`src/design/cio_pkg.sv`:
```
// Package of constants for the call and indexed-operation executor.
package cio_pkg;

	// ----------------------------------------------------------------
	// Register map and fields
	// ----------------------------------------------------------------
	localparam logic [3:0] ADR_CTRL    = 4'h0;
	localparam logic [3:0] ADR_INSTR   = 4'h1;
	localparam logic [3:0] ADR_WORK    = 4'h2;
	localparam logic [3:0] ADR_FLAGS   = 4'h3;
	localparam logic [3:0] ADR_BANK    = 4'h4;
	localparam logic [3:0] ADR_PTR2    = 4'h5;
	localparam logic [3:0] ADR_PC      = 4'h6;
	localparam logic [3:0] ADR_STACK_TOP = 4'h7;
	localparam logic [3:0] ADR_SHADOW  = 4'h8;
	localparam logic [3:0] ADR_STATUS  = 4'h9;
	localparam logic [3:0] ADR_MEMWIN  = 4'hA;
	localparam int         CTRL_GO     = 0;
	localparam int         FLG_C       = 0;
	localparam int         FLG_DC      = 1;
	localparam int         FLG_Z       = 2;
	localparam int         FLG_OV      = 3;
	localparam int         FLG_N       = 4;

	// ----------------------------------------------------------------
	// Opcodes
	// ----------------------------------------------------------------
	localparam logic [6:0] OP_CALL1    = 7'h76;
	localparam logic [3:0] OP_WORD2    = 4'hF;
	localparam logic [5:0] OP_IADD     = 6'h09;
	localparam logic [3:0] OP_IBSET    = 4'h8;
	localparam logic [7:0] OP_IFILL    = 8'h68;
	localparam logic [7:0] FILL_VALUE  = 8'hFF;
	localparam logic [20:0] PC_STEP    = 21'h000004;
	localparam logic [20:0] PC_RESET   = 21'h000000;

	// ----------------------------------------------------------------
	// Timing
	// ----------------------------------------------------------------
	localparam int         PHASES      = 4;
	localparam int         DATA_DEPTH  = 256;

	typedef enum logic [2:0] {
		ST_IDLE  = 3'b000,
		ST_Q1    = 3'b001,
		ST_Q2    = 3'b010,
		ST_Q3    = 3'b011,
		ST_Q4    = 3'b100,
		ST_NOP   = 3'b101
	} cio_state_t;

endpackage

```
`src/design/cio_phase_gen.sv`:
```
// Four-phase instruction cycle generator.
`timescale 1ns/1ns
module cio_phase_gen
	import cio_pkg::*;
#(
	parameter int N_PHASES = PHASES
) (
	input  wire logic       i_clk,
	input  wire logic       i_srst,
	input  wire logic       i_run,
	output logic      [1:0] o_phase,
	output logic            o_last
);
	if (N_PHASES != 4) begin : g_bad_phases
		$error("cio_phase_gen serves exactly four phases");
	end

	// Phase counter restarts with every instruction so Q1 always aligns with decode.
	always_ff @(posedge i_clk) begin
		if (i_srst || !i_run) begin
			o_phase <= 2'h0;
		end else begin
			o_phase <= o_phase + 2'h1;
		end
	end

	assign o_last = (o_phase == 2'h3);
endmodule

```
`src/design/cio_alu.sv`:
```
// Byte adder and flag generator for the indexed add.
`timescale 1ns/1ns
module cio_alu
	import cio_pkg::*;
(
	input  wire logic [7:0] i_a,
	input  wire logic [7:0] i_b,
	input  wire logic [4:0] i_flags,
	output logic      [7:0] o_sum,
	output logic      [4:0] o_flags
);
	wire [8:0] full_sum  = {1'b0, i_a} + {1'b0, i_b};
	wire [4:0] low_sum   = {1'b0, i_a[3:0]} + {1'b0, i_b[3:0]};
	wire       ovf       = (i_a[7] == i_b[7]) && (full_sum[7] != i_a[7]);

	assign o_sum = full_sum[7:0];

	// Flag positions come from the package so every user agrees on them.
	always_comb begin
		o_flags         = i_flags;
		o_flags[FLG_C]  = full_sum[8];
		o_flags[FLG_DC] = low_sum[4];
		o_flags[FLG_Z]  = (full_sum[7:0] == 8'h00);
		o_flags[FLG_OV] = ovf;
		o_flags[FLG_N]  = full_sum[7];
	end
endmodule

```
`src/design/cio_core.sv`:
```
// Executor for the two-word call and three indexed literal-offset instructions.
// Overview of operation
// - Call word one: 1110110, fast bit, k7..0.
// - Call word two: 1111 then k19..8.
// - Push PC plus four; literal to PC<20:1>.
// - Fast bit copies work, flags, bank shadows.
// - Cycle one: decode, read low, push.
// - Q4 reads high, writes PC; then nop cycle.
// - Indexed add: 001001, d, 0, offset.
// - d zero to work, one to memory.
// - Indexed bit set: 1000, bbb, 0, offset.
// - Set selected bit only, flags unchanged.
// - Indexed fill writes FFh, flags unchanged.
// - Instruction cycle is four phases.
`timescale 1ns/1ns
module cio_core
	import cio_pkg::*;
#(
	parameter int MEM_DEPTH = DATA_DEPTH
) (
	input  wire logic        i_clk,
	input  wire logic        i_srst,
	input  wire logic        i_wb_cyc,
	input  wire logic        i_wb_stb,
	input  wire logic        i_wb_we,
	input  wire logic [5:0]  i_wb_adr,
	input  wire logic [3:0]  i_wb_sel,
	input  wire logic [31:0] i_wb_dat,
	output logic      [31:0] o_wb_dat,
	output logic             o_wb_ack,
	output logic             o_busy
);
	if (MEM_DEPTH != 256) begin : g_bad_depth
		$error("cio_core data memory must hold 256 bytes");
	end

	// ----------------------------------------------------------------
	// Architectural state
	// ----------------------------------------------------------------
	cio_state_t  state;
	logic [31:0] instr;
	logic [7:0]  work;
	logic [4:0]  flags;
	logic [7:0]  bank_select_reg;
	logic [7:0]  index_pointer_two;
	logic [20:0] pc;
	logic [20:0] stack_top;
	logic [7:0]  work_shadow;
	logic [4:0]  flags_shadow;
	logic [7:0]  bank_sel_shadow;
	logic [7:0]  lit_low;
	logic [7:0]  data_mem [MEM_DEPTH];
	logic [7:0]  mem_addr_win;
	logic [3:0]  done_count;

	// ----------------------------------------------------------------
	// Decode
	// ----------------------------------------------------------------
	wire [15:0] word1    = instr[15:0];
	wire [15:0] word2    = instr[31:16];
	wire        is_call  = (word1[15:9] == OP_CALL1) && (word2[15:12] == OP_WORD2);
	wire        fast     = word1[8];
	wire        is_iadd  = (word1[15:10] == OP_IADD) && !word1[8];
	wire        dest_mem = word1[9];
	wire        is_ibset = (word1[15:12] == OP_IBSET) && !word1[8];
	wire [2:0]  bit_pos  = word1[11:9];
	wire        is_ifill = (word1[15:8] == OP_IFILL);
	wire [7:0]  eff_addr = index_pointer_two + word1[7:0];
	wire [7:0]  mem_rd   = data_mem[eff_addr];
	wire [19:0] call_lit = {word2[11:0], lit_low};
	wire [7:0]  bit_mask = 8'h01 << bit_pos;

	wire [7:0]  alu_sum;
	wire [4:0]  alu_flags;
	cio_alu u_alu (
		.i_a     (work),
		.i_b     (mem_rd),
		.i_flags (flags),
		.o_sum   (alu_sum),
		.o_flags (alu_flags)
	);

	wire [1:0] phase;
	wire       phase_last;
	wire       running = (state != ST_IDLE);
	cio_phase_gen u_phase (
		.i_clk   (i_clk),
		.i_srst  (i_srst),
		.i_run   (running),
		.o_phase (phase),
		.o_last  (phase_last)
	);

	// ----------------------------------------------------------------
	// Wishbone slave
	// ----------------------------------------------------------------
	wire        wb_req   = i_wb_cyc && i_wb_stb && !o_wb_ack;
	wire        wb_wr    = wb_req && i_wb_we;
	wire [3:0]  reg_idx  = i_wb_adr[5:2];
	wire        wr_lo    = wb_wr && i_wb_sel[0];
	wire        wr_go    = wr_lo && (reg_idx == ADR_CTRL) && !running && i_wb_dat[CTRL_GO];
	wire        sw_wr    = wr_lo && !running;
	wire [31:0] rd_mux =
		(reg_idx == ADR_CTRL)   ? {31'h0, running} :
		(reg_idx == ADR_INSTR)  ? instr :
		(reg_idx == ADR_WORK)   ? {24'h0, work} :
		(reg_idx == ADR_FLAGS)  ? {27'h0, flags} :
		(reg_idx == ADR_BANK)   ? {24'h0, bank_select_reg} :
		(reg_idx == ADR_PTR2)   ? {24'h0, index_pointer_two} :
		(reg_idx == ADR_PC)     ? {11'h0, pc} :
		(reg_idx == ADR_STACK_TOP) ? {11'h0, stack_top} :
		(reg_idx == ADR_SHADOW) ? {3'h0, flags_shadow, bank_sel_shadow, work_shadow, 8'h00} :
		(reg_idx == ADR_STATUS) ? {24'h0, mem_addr_win} :
		(reg_idx == ADR_MEMWIN) ? {24'h0, data_mem[mem_addr_win]} : 32'h0;

	// Every access, mapped or not, is acknowledged in one cycle; unmapped reads return zero.
	always_ff @(posedge i_clk) begin
		if (i_srst) begin
			o_wb_ack <= 1'b0;
			o_wb_dat <= 32'h0;
		end else begin
			o_wb_ack <= wb_req;
			o_wb_dat <= rd_mux;
		end
	end

	// ----------------------------------------------------------------
	// Sequencer
	// ----------------------------------------------------------------
	cio_state_t next_state;
	always_comb begin
		next_state = state;
		case (state)
			ST_IDLE: begin
				if (wr_go) next_state = ST_Q1;
			end
			ST_Q1: next_state = ST_Q2;
			ST_Q2: next_state = ST_Q3;
			ST_Q3: next_state = ST_Q4;
			ST_Q4: next_state = is_call ? ST_NOP : ST_IDLE;
			ST_NOP: begin
				if (phase_last) next_state = ST_IDLE;
			end
			default: next_state = ST_IDLE;
		endcase
	end

	// Busy comes from its own flop fed by the next state, so the pin needs no gate after it.
	always_ff @(posedge i_clk) begin
		if (i_srst) begin
			state  <= ST_IDLE;
			o_busy <= 1'b0;
		end else begin
			state  <= next_state;
			o_busy <= (next_state != ST_IDLE);
		end
	end

	// ----------------------------------------------------------------
	// Datapath
	// ----------------------------------------------------------------
	// Registers are only writable from the bus while idle, so an instruction never races software.
	always_ff @(posedge i_clk) begin
		if (i_srst) begin
			instr             <= 32'h0;
			work              <= 8'h00;
			flags             <= 5'h00;
			bank_select_reg   <= 8'h00;
			index_pointer_two <= 8'h00;
			pc                <= PC_RESET;
			stack_top         <= PC_RESET;
			work_shadow       <= 8'h00;
			flags_shadow      <= 5'h00;
			bank_sel_shadow   <= 8'h00;
			lit_low           <= 8'h00;
			mem_addr_win      <= 8'h00;
		end else begin
			if (sw_wr && reg_idx == ADR_INSTR) instr <= i_wb_dat;
			if (sw_wr && reg_idx == ADR_WORK) work <= i_wb_dat[7:0];
			if (sw_wr && reg_idx == ADR_FLAGS) flags <= i_wb_dat[4:0];
			if (sw_wr && reg_idx == ADR_BANK) bank_select_reg <= i_wb_dat[7:0];
			if (sw_wr && reg_idx == ADR_PTR2) index_pointer_two <= i_wb_dat[7:0];
			if (sw_wr && reg_idx == ADR_PC) pc <= i_wb_dat[20:0];
			if (sw_wr && reg_idx == ADR_STATUS) mem_addr_win <= i_wb_dat[7:0];
			if (state == ST_Q2 && is_call) lit_low <= word1[7:0];
			if (state == ST_Q3 && is_call) begin
				stack_top <= pc + PC_STEP;
				if (fast) begin
					work_shadow     <= work;
					flags_shadow    <= flags;
					bank_sel_shadow <= bank_select_reg;
				end
			end
			if (state == ST_Q4 && is_call) pc <= {call_lit, 1'b0};
			if (state == ST_Q4 && is_iadd) begin
				flags <= alu_flags;
				if (!dest_mem) work <= alu_sum;
			end
		end
	end

	// Data memory: bus writes through the window while idle, instruction writes in Q4.
	always_ff @(posedge i_clk) begin
		if (state == ST_Q4 && is_iadd && dest_mem) begin
			data_mem[eff_addr] <= alu_sum;
		end else if (state == ST_Q4 && is_ibset) begin
			data_mem[eff_addr] <= mem_rd | bit_mask;
		end else if (state == ST_Q4 && is_ifill) begin
			data_mem[eff_addr] <= FILL_VALUE;
		end else if (sw_wr && reg_idx == ADR_MEMWIN) begin
			data_mem[mem_addr_win] <= i_wb_dat[7:0];
		end
	end

	// ----------------------------------------------------------------
	// Checks
	// ----------------------------------------------------------------
	always_ff @(posedge i_clk) begin
		if (i_srst || state == ST_IDLE) done_count <= 4'h0;
		else done_count <= done_count + 4'h1;
	end

	chk_call_push: assert property (@(posedge i_clk) disable iff (i_srst)
		(state == ST_Q3 && is_call) |=> (stack_top == $past(pc) + PC_STEP))
		else $error("stack top not pc plus four");
	chk_call_target: assert property (@(posedge i_clk) disable iff (i_srst)
		(state == ST_Q4 && is_call) |=> (pc == {word2[11:0], word1[7:0], 1'b0}))
		else $error("call target wrong");
	chk_call_length: assert property (@(posedge i_clk) disable iff (i_srst)
		(state == ST_Q1 && is_call) |-> ##7 (state == ST_NOP) ##1 (state == ST_IDLE))
		else $error("call not two cycles");
	chk_fast_shadow: assert property (@(posedge i_clk) disable iff (i_srst)
		(state == ST_Q3 && is_call && fast) |=> (work_shadow == $past(work) && bank_sel_shadow == $past(bank_select_reg)))
		else $error("shadow copy missing");
	chk_slow_shadow: assert property (@(posedge i_clk) disable iff (i_srst)
		(state == ST_Q3 && is_call && !fast) |=> $stable(work_shadow))
		else $error("shadow changed without fast flag");
	chk_cycle_len: assert property (@(posedge i_clk) disable iff (i_srst)
		(state == ST_Q1 && !is_call) |-> ##3 (state == ST_Q4) ##1 (state == ST_IDLE))
		else $error("single cycle not four phases");
	chk_bset_flags: assert property (@(posedge i_clk) disable iff (i_srst)
		(state == ST_Q4 && (is_ibset || is_ifill)) |=> $stable(flags))
		else $error("flags changed by bit set or fill");
	chk_bset_bit: assert property (@(posedge i_clk) disable iff (i_srst)
		(state == ST_Q4 && is_ibset) |=> data_mem[$past(eff_addr)] == ($past(mem_rd) | $past(bit_mask)))
		else $error("bit set result wrong");
	chk_fill_value: assert property (@(posedge i_clk) disable iff (i_srst)
		(state == ST_Q4 && is_ifill) |=> data_mem[$past(eff_addr)] == FILL_VALUE)
		else $error("fill not all ones");
	chk_add_dest: assert property (@(posedge i_clk) disable iff (i_srst)
		(state == ST_Q4 && is_iadd && !dest_mem) |=> (work == $past(alu_sum)))
		else $error("add result not in work");
	// A call spends eight clocks away from idle, so the count never passes eight.
	chk_run_bound: assert property (@(posedge i_clk) disable iff (i_srst)
		done_count <= 4'h8)
		else $error("instruction overran two cycles");

	// ----------------------------------------------------------------
	// Further datapath and sequencing checks
	// ----------------------------------------------------------------
	chk_fast_flags: assert property (@(posedge i_clk) disable iff (i_srst)
		(state == ST_Q3 && is_call && fast) |=> (flags_shadow == $past(flags)))
		else $error("flags shadow copy missing");
	chk_slow_flags: assert property (@(posedge i_clk) disable iff (i_srst)
		(state == ST_Q3 && is_call && !fast) |=> ($stable(flags_shadow) && $stable(bank_sel_shadow)))
		else $error("flags or bank shadow changed without fast flag");
	chk_low_latch: assert property (@(posedge i_clk) disable iff (i_srst)
		(state == ST_Q2 && is_call) |=> (lit_low == $past(instr[7:0])))
		else $error("low literal not taken in second phase");
	chk_add_zero: assert property (@(posedge i_clk) disable iff (i_srst)
		(state == ST_Q4 && is_iadd) |=> (flags[FLG_Z] == (8'($past(work) + $past(mem_rd)) == 8'h00)))
		else $error("add zero flag wrong");
	chk_add_carry: assert property (@(posedge i_clk) disable iff (i_srst)
		(state == ST_Q4 && is_iadd) |=> (flags[FLG_C] == ((9'($past(work)) + 9'($past(mem_rd))) > 9'h0FF)))
		else $error("add carry flag wrong");
	chk_add_neg: assert property (@(posedge i_clk) disable iff (i_srst)
		(state == ST_Q4 && is_iadd) |=> (flags[FLG_N] == (8'($past(work) + $past(mem_rd)) >= 8'h80)))
		else $error("add negative flag wrong");
	chk_add_mem: assert property (@(posedge i_clk) disable iff (i_srst)
		(state == ST_Q4 && is_iadd && dest_mem) |=> (data_mem[$past(eff_addr)] == 8'($past(work) + $past(mem_rd))))
		else $error("add result not in memory");
	chk_add_work_keep: assert property (@(posedge i_clk) disable iff (i_srst)
		(state == ST_Q4 && is_iadd && dest_mem) |=> $stable(work))
		else $error("work changed by add to memory");
	chk_op_work_keep: assert property (@(posedge i_clk) disable iff (i_srst)
		(state == ST_Q4 && (is_ibset || is_ifill)) |=> $stable(work))
		else $error("work changed by bit set or fill");
	chk_nop_phase: assert property (@(posedge i_clk) disable iff (i_srst)
		(state == ST_Q4 && is_call) |=> (phase == 2'h0))
		else $error("nop cycle not aligned to first phase");
	chk_go_start: assert property (@(posedge i_clk) disable iff (i_srst)
		wr_go |=> (state == ST_Q1))
		else $error("go did not start first phase");
	chk_pc_hold: assert property (@(posedge i_clk) disable iff (i_srst)
		(running && !is_call) |=> $stable(pc))
		else $error("pc moved by a non-call instruction");
	chk_stack_hold: assert property (@(posedge i_clk) disable iff (i_srst)
		(running && !is_call) |=> $stable(stack_top))
		else $error("stack top moved by a non-call instruction");
	chk_ack_pulse: assert property (@(posedge i_clk) disable iff (i_srst)
		o_wb_ack |=> !o_wb_ack)
		else $error("bus acknowledge longer than one cycle");
endmodule

```
`config.mk`:
```
export PLATFORM = sky130hd
export DESIGN_NAME = cio_core
export DESIGN_NICKNAME = d
export VERILOG_FILES = /design/src/design/cio_pkg.sv /design/src/design/cio_phase_gen.sv /design/src/design/cio_alu.sv /design/src/design/cio_core.sv
export SDC_FILE = /design/constraint.sdc
export NUM_CORES = 2
export LEC_CHECK = 0
export BUFFER_PORTS_ARGS = -buffer_cell sky130_fd_sc_hd__buf_2
export CAP_MARGIN = 20
export CORE_ASPECT_RATIO = 0.8
export CORE_MARGIN = 5
export CORE_UTILIZATION = 45
export CTS_CLUSTER_SIZE = 25
export DETAILED_ROUTE_END_ITERATION = 10
export PLACE_DENSITY = 0.68
export SETUP_SLACK_MARGIN = 0.02
export SLEW_MARGIN = 20
export SYNTH_ARGS = -nofsm -noshare
export SYNTH_HDL_FRONTEND = slang
export SYNTH_SLANG_ARGS = --single-unit
```
`constraint.sdc`:
```
create_clock -name i_clk -period 34 [get_ports i_clk]
set_input_delay 3.4 -clock i_clk [delete_from_list [all_inputs] [get_ports i_clk]]
set_output_delay 3.4 -clock i_clk [all_outputs]
set_load 0.05 [all_outputs]
```
==> results.rst <==
.. list-table::
   :header-rows: 1

   * - Metric
     - Value
   * - Critical setup path kind
     - reg -> reg
   * - Power density over the cells
     - 47.1 nW/µm²
   * - Setup skew after layout
     - 0.0686 ns
   * - Total number of clock tree sinks
     - 2235
   * - Die Span X
     - 548 µm
   * - Core region area
     - 229000 µm²
   * - Aggregate global-route resource usage
     - 26.9%
   * - Mean area per synthesized cell
     - 18.3 µm²
   * - Final estimated routing congestion in global placement
     - 0.984
   * - Sink of the worst hold path
     - u_phase.o_phase[0]
   * - Syn-to-layout area delta
     - 10.4%
   * - Post-route cell area
     - 115000 µm²
   * - I/O pins
     - 81
   * - Commonest cells after routing, fill and taps aside
     - 2048 x sky130_fd_sc_hd__edfxtp_1, 1156 x sky130_fd_sc_hd__mux4_2, 406 x sky130_fd_sc_hd__nor2_1
   * - First-pass GRT wire length
     - 463 mm
   * - Clock latency at the later pin of the worst-skew pair
     - 0.89 ns
   * - CTS tree
     - done
   * - Clock buffers created by TritonCTS
     - 218
   * - Largest driver fanout on the critical path
     - 103
   * - Max-cap violations
     - 0
   * - Actual slew at the worst max-slew pin
     - 1.39 ns
   * - Violation count after the first detailed-routing iteration
     - 9866
   * - Die area
     - 241000 µm²
   * - Maximum frequency from static timing analysis
     - 0.0923 GHz
   * - Capturing point of the worst reg2reg path
     - data_mem[100][7]
   * - Critical path required time
     - 34.51 ns
   * - Total length of routed wires
     - 328 mm
   * - Vias after detailed routing
     - 61.7k
   * - Slack of the worst reg-to-reg path
     - 23.17 ns
   * - Post-cts hold buffer count
     - 0
   * - Share of synthesized flip-flops with an asynchronous set or reset
     - 0%
   * - Proportion of layout cells with a drive suffix above 1
     - 30.6%
   * - Number of non-filler instances in the completed layout
     - 8880
   * - Peak supply drop
     - 43.3 µV
   * - Total number of placement rows
     - 157
   * - Antenna violations before repair
     - 15
   * - Slew Viols, Final
     - 0
   * - Largest buffer count on any clock path
     - 4
   * - Type of the most critical hold path
     - reg -> reg
   * - Count of buffers added by post-CTS timing repair for setup
     - 0
   * - P_leak
     - 34.0 nW
   * - Unrepaired setup endpoints after global routing
     - false
   * - Net Count, Synth
     - 5763
   * - Total number of nets in the final design
     - 5762
   * - Number of different library cells in the post-synthesis netlist
     - 80
   * - Post-route DRC violation count
     - 0
   * - Number of enable-type register cells in the synthesized netlist
     - 2048
   * - Beginning of the worst register-to-register path
     - instr[0]
   * - Setup_tns
     - 0 ns
   * - Number of iterations in the first detailed-routing pass
     - 6
   * - Post-synthesis cell area
     - 104000 µm²
   * - Most common cell after layout, fill and taps aside
     - sky130_fd_sc_hd__edfxtp_1
   * - DP Cell Count
     - 8492
   * - Part of the cycle the worst path needs
     - 31.9%
   * - Crit path capture type
     - flop
   * - Synthesized netlist cell count
     - 5696
   * - CTS H-Tree Depth
     - 4
   * - Effective utilization at floorplan
     - 45.4%
   * - Port-buffer cells
     - 75
   * - Clock Tree Root
     - sky130_fd_sc_hd__clkbuf_16
   * - Via density per instance
     - 6.95
   * - Worst min-delay path startpoint
     - u_phase.o_phase[0]
   * - Seq cells post-synth
     - 2235
   * - Post-placement cell area
     - 108000 µm²
   * - Reg2reg path depth
     - 22
   * - Crit path time final
     - 10.83 ns
   * - Fraction of the yosys area taken by sequential cells
     - 62.7%
   * - Overall overflow remaining after global route
     - 0
   * - Number of warnings reported in the yosys synthesis log
     - 0
   * - Post-cts resize count
     - 0
   * - Largest regs
     - data_mem: 2048 flops, instr: 32 flops, o_wb_dat: 32 flops
   * - Outcome
     - finished clean
   * - Vias in the first global route
     - 60.8k
   * - Die extent in y
     - 440 µm
   * - Critical path launch point type
     - flop
   * - Avg WL per Cell
     - 36.9 µm
   * - Largest net degree at the start of global routing
     - 257
   * - DRT antenna net count
     - 0
   * - Hold path cells
     - 1
   * - Data arrival at the endpoint of the critical path
     - 11.34 ns
   * - Dominant register cell in the synthesized netlist
     - sky130_fd_sc_hd__edfxtp_1
   * - Slew margin rel.
     - 6.86%
   * - Largest register FFs
     - 2048
   * - Register with the most flip-flops
     - data_mem
   * - Clk slew on worst S/H paths
     - 0.06 ns
   * - Number of hold violations in the final report
     - 0
   * - Finish-stage setup viols
     - 0
   * - DP HPWL
     - 211 mm
critical path: stages (launching register included):
cell and delay [ns]:
sky130_fd_sc_hd__dfxtp_1 0.39, sky130_fd_sc_hd__ha_4 0.20, sky130_fd_sc_hd__fa_4 1.10, sky130_fd_sc_hd__buf_12 0.49, sky130_fd_sc_hd__buf_4 0.71, sky130_fd_sc_hd__buf_4 0.68, sky130_fd_sc_hd__mux4_2 0.44, sky130_fd_sc_hd__mux4_2 0.50
sky130_fd_sc_hd__o22ai_1 0.89, sky130_fd_sc_hd__nor4_1 0.14, sky130_fd_sc_hd__mux2i_1 0.60, sky130_fd_sc_hd__inv_1 0.12, sky130_fd_sc_hd__ha_1 0.29, sky130_fd_sc_hd__a21o_1 0.20, sky130_fd_sc_hd__a21oi_1 0.22, sky130_fd_sc_hd__nor2b_1 0.08
sky130_fd_sc_hd__o21a_1 0.19, sky130_fd_sc_hd__o41ai_1 0.61, sky130_fd_sc_hd__xnor2_1 0.29, sky130_fd_sc_hd__o22ai_1 0.20, sky130_fd_sc_hd__nor3_2 0.33, sky130_fd_sc_hd__buf_4 0.60, sky130_fd_sc_hd__buf_4 0.79
logic make-up after synthesis:
| logic type | count (synthesis) | share of synthesized area [%] |
|---|---|---|
| flip-flops | 2235 | 62.7 |
| AND/OR/NAND/NOR | 926 | 3.83 |
| multiplexers | 1324 | 26.6 |
| AO/OA/AOI/OAI | 675 | 4.37 |
| XOR/XNOR | 32 | 0.269 |
| adder cells (fa/ha/maj) | 20 | 0.255 |
| buffers and inverters | 484 | 1.94 |
layer usage:
layer | vias to the layer above | global-route usage (%) | share of wire (%)
li1 | 24100 | - | -
met1 | 32400 | 36.9 | 37
met2 | 4551 | 37.8 | 43
met3 | 729 | 12.0 | 16
met4 | 8 | 10.0 | 4.3
met5 | - | 0.280 | 0.042
where the power goes:
group	leakage, nW	total [mW]	internal (mW)	switching (mW)
Sequential	19.9	2.98	2.98	0.000833
Clock	3.27	2.35	1.30	1.05
Combinational	10.9	0.0778	0.0183	0.0595
Total	34.0	5.41	4.30	1.12
cell usage after synthesis, types with 17 or more instances:
cell | number | area share (%)
sky130_fd_sc_hd__nor2b_1 | 20 | 0.12
sky130_fd_sc_hd__o22ai_1 | 83 | 0.50
sky130_fd_sc_hd__o21ai_0 | 49 | 0.24
sky130_fd_sc_hd__buf_2 | 122 | 0.59
sky130_fd_sc_hd__a211oi_1 | 62 | 0.45
sky130_fd_sc_hd__edfxtp_1 | 2048 | 59
sky130_fd_sc_hd__dfxtp_1 | 187 | 3.6
sky130_fd_sc_hd__nor3_1 | 56 | 0.27
sky130_fd_sc_hd__a22o_1 | 17 | 0.14
sky130_fd_sc_hd__a221oi_1 | 50 | 0.42
sky130_fd_sc_hd__nand2_1 | 257 | 0.93
sky130_fd_sc_hd__buf_1 | 58 | 0.21
sky130_fd_sc_hd__a21oi_1 | 197 | 0.95
sky130_fd_sc_hd__a221o_1 | 23 | 0.22
sky130_fd_sc_hd__clkbuf_1 | 264 | 0.95
sky130_fd_sc_hd__inv_1 | 25 | 0.090
sky130_fd_sc_hd__ha_1 | 18 | 0.22
sky130_fd_sc_hd__xor2_1 | 17 | 0.14
sky130_fd_sc_hd__mux4_2 | 1156 | 25
sky130_fd_sc_hd__nor2_1 | 436 | 1.6
sky130_fd_sc_hd__nand3_1 | 50 | 0.24
sky130_fd_sc_hd__a22oi_1 | 96 | 0.69
sky130_fd_sc_hd__nor4_1 | 22 | 0.13
sky130_fd_sc_hd__nand2b_1 | 19 | 0.11
sky130_fd_sc_hd__mux2i_1 | 163 | 1.6
area by class of cell:
cell class	instances	area, µm²
tap	3021	3780
clock buffer	273	5750
multi-input combinational	2977	37200
timing repair buffer	237	1860
fill	18300	115000
antenna	6	15.0
sequential	2235	65300
clock inverter	105	913
inverter	26	103
worst max-delay path by stage:
stage	to	start	slack (ns)
3_5_place_dp	data_mem[101][7]	instr[0]	23.48
4_1_cts	data_mem[102][7]	instr[0]	23.42
3_3_place_gp	data_mem[101][7]	instr[0]	23.60
5_1_grt	data_mem[100][7]	instr[0]	22.70
2_1_floorplan	data_mem[0][7]	instr[0]	17.15
6_report	data_mem[100][7]	instr[0]	23.17
through the flow:
| stage | hold WS [ns] | util [%] | worst slack, ns | total power, mW |
|---|---|---|---|---|
| 2_1_floorplan | 0.408 | - | 17.15 | 3.09 |
| 3_3_place_gp | 0.418 | 47.0 | 23.60 | 3.11 |
| 3_5_place_dp | 0.424 | 47.1 | 23.48 | 3.12 |
| 4_1_cts | 0.437 | 50.0 | 23.42 | 5.42 |
| 5_1_grt | 0.446 | 50.1 | 22.70 | 5.55 |
| 6_report | 0.440 | 50.1 | 23.17 | 5.41 |
(Power assumes the default switching activity.)
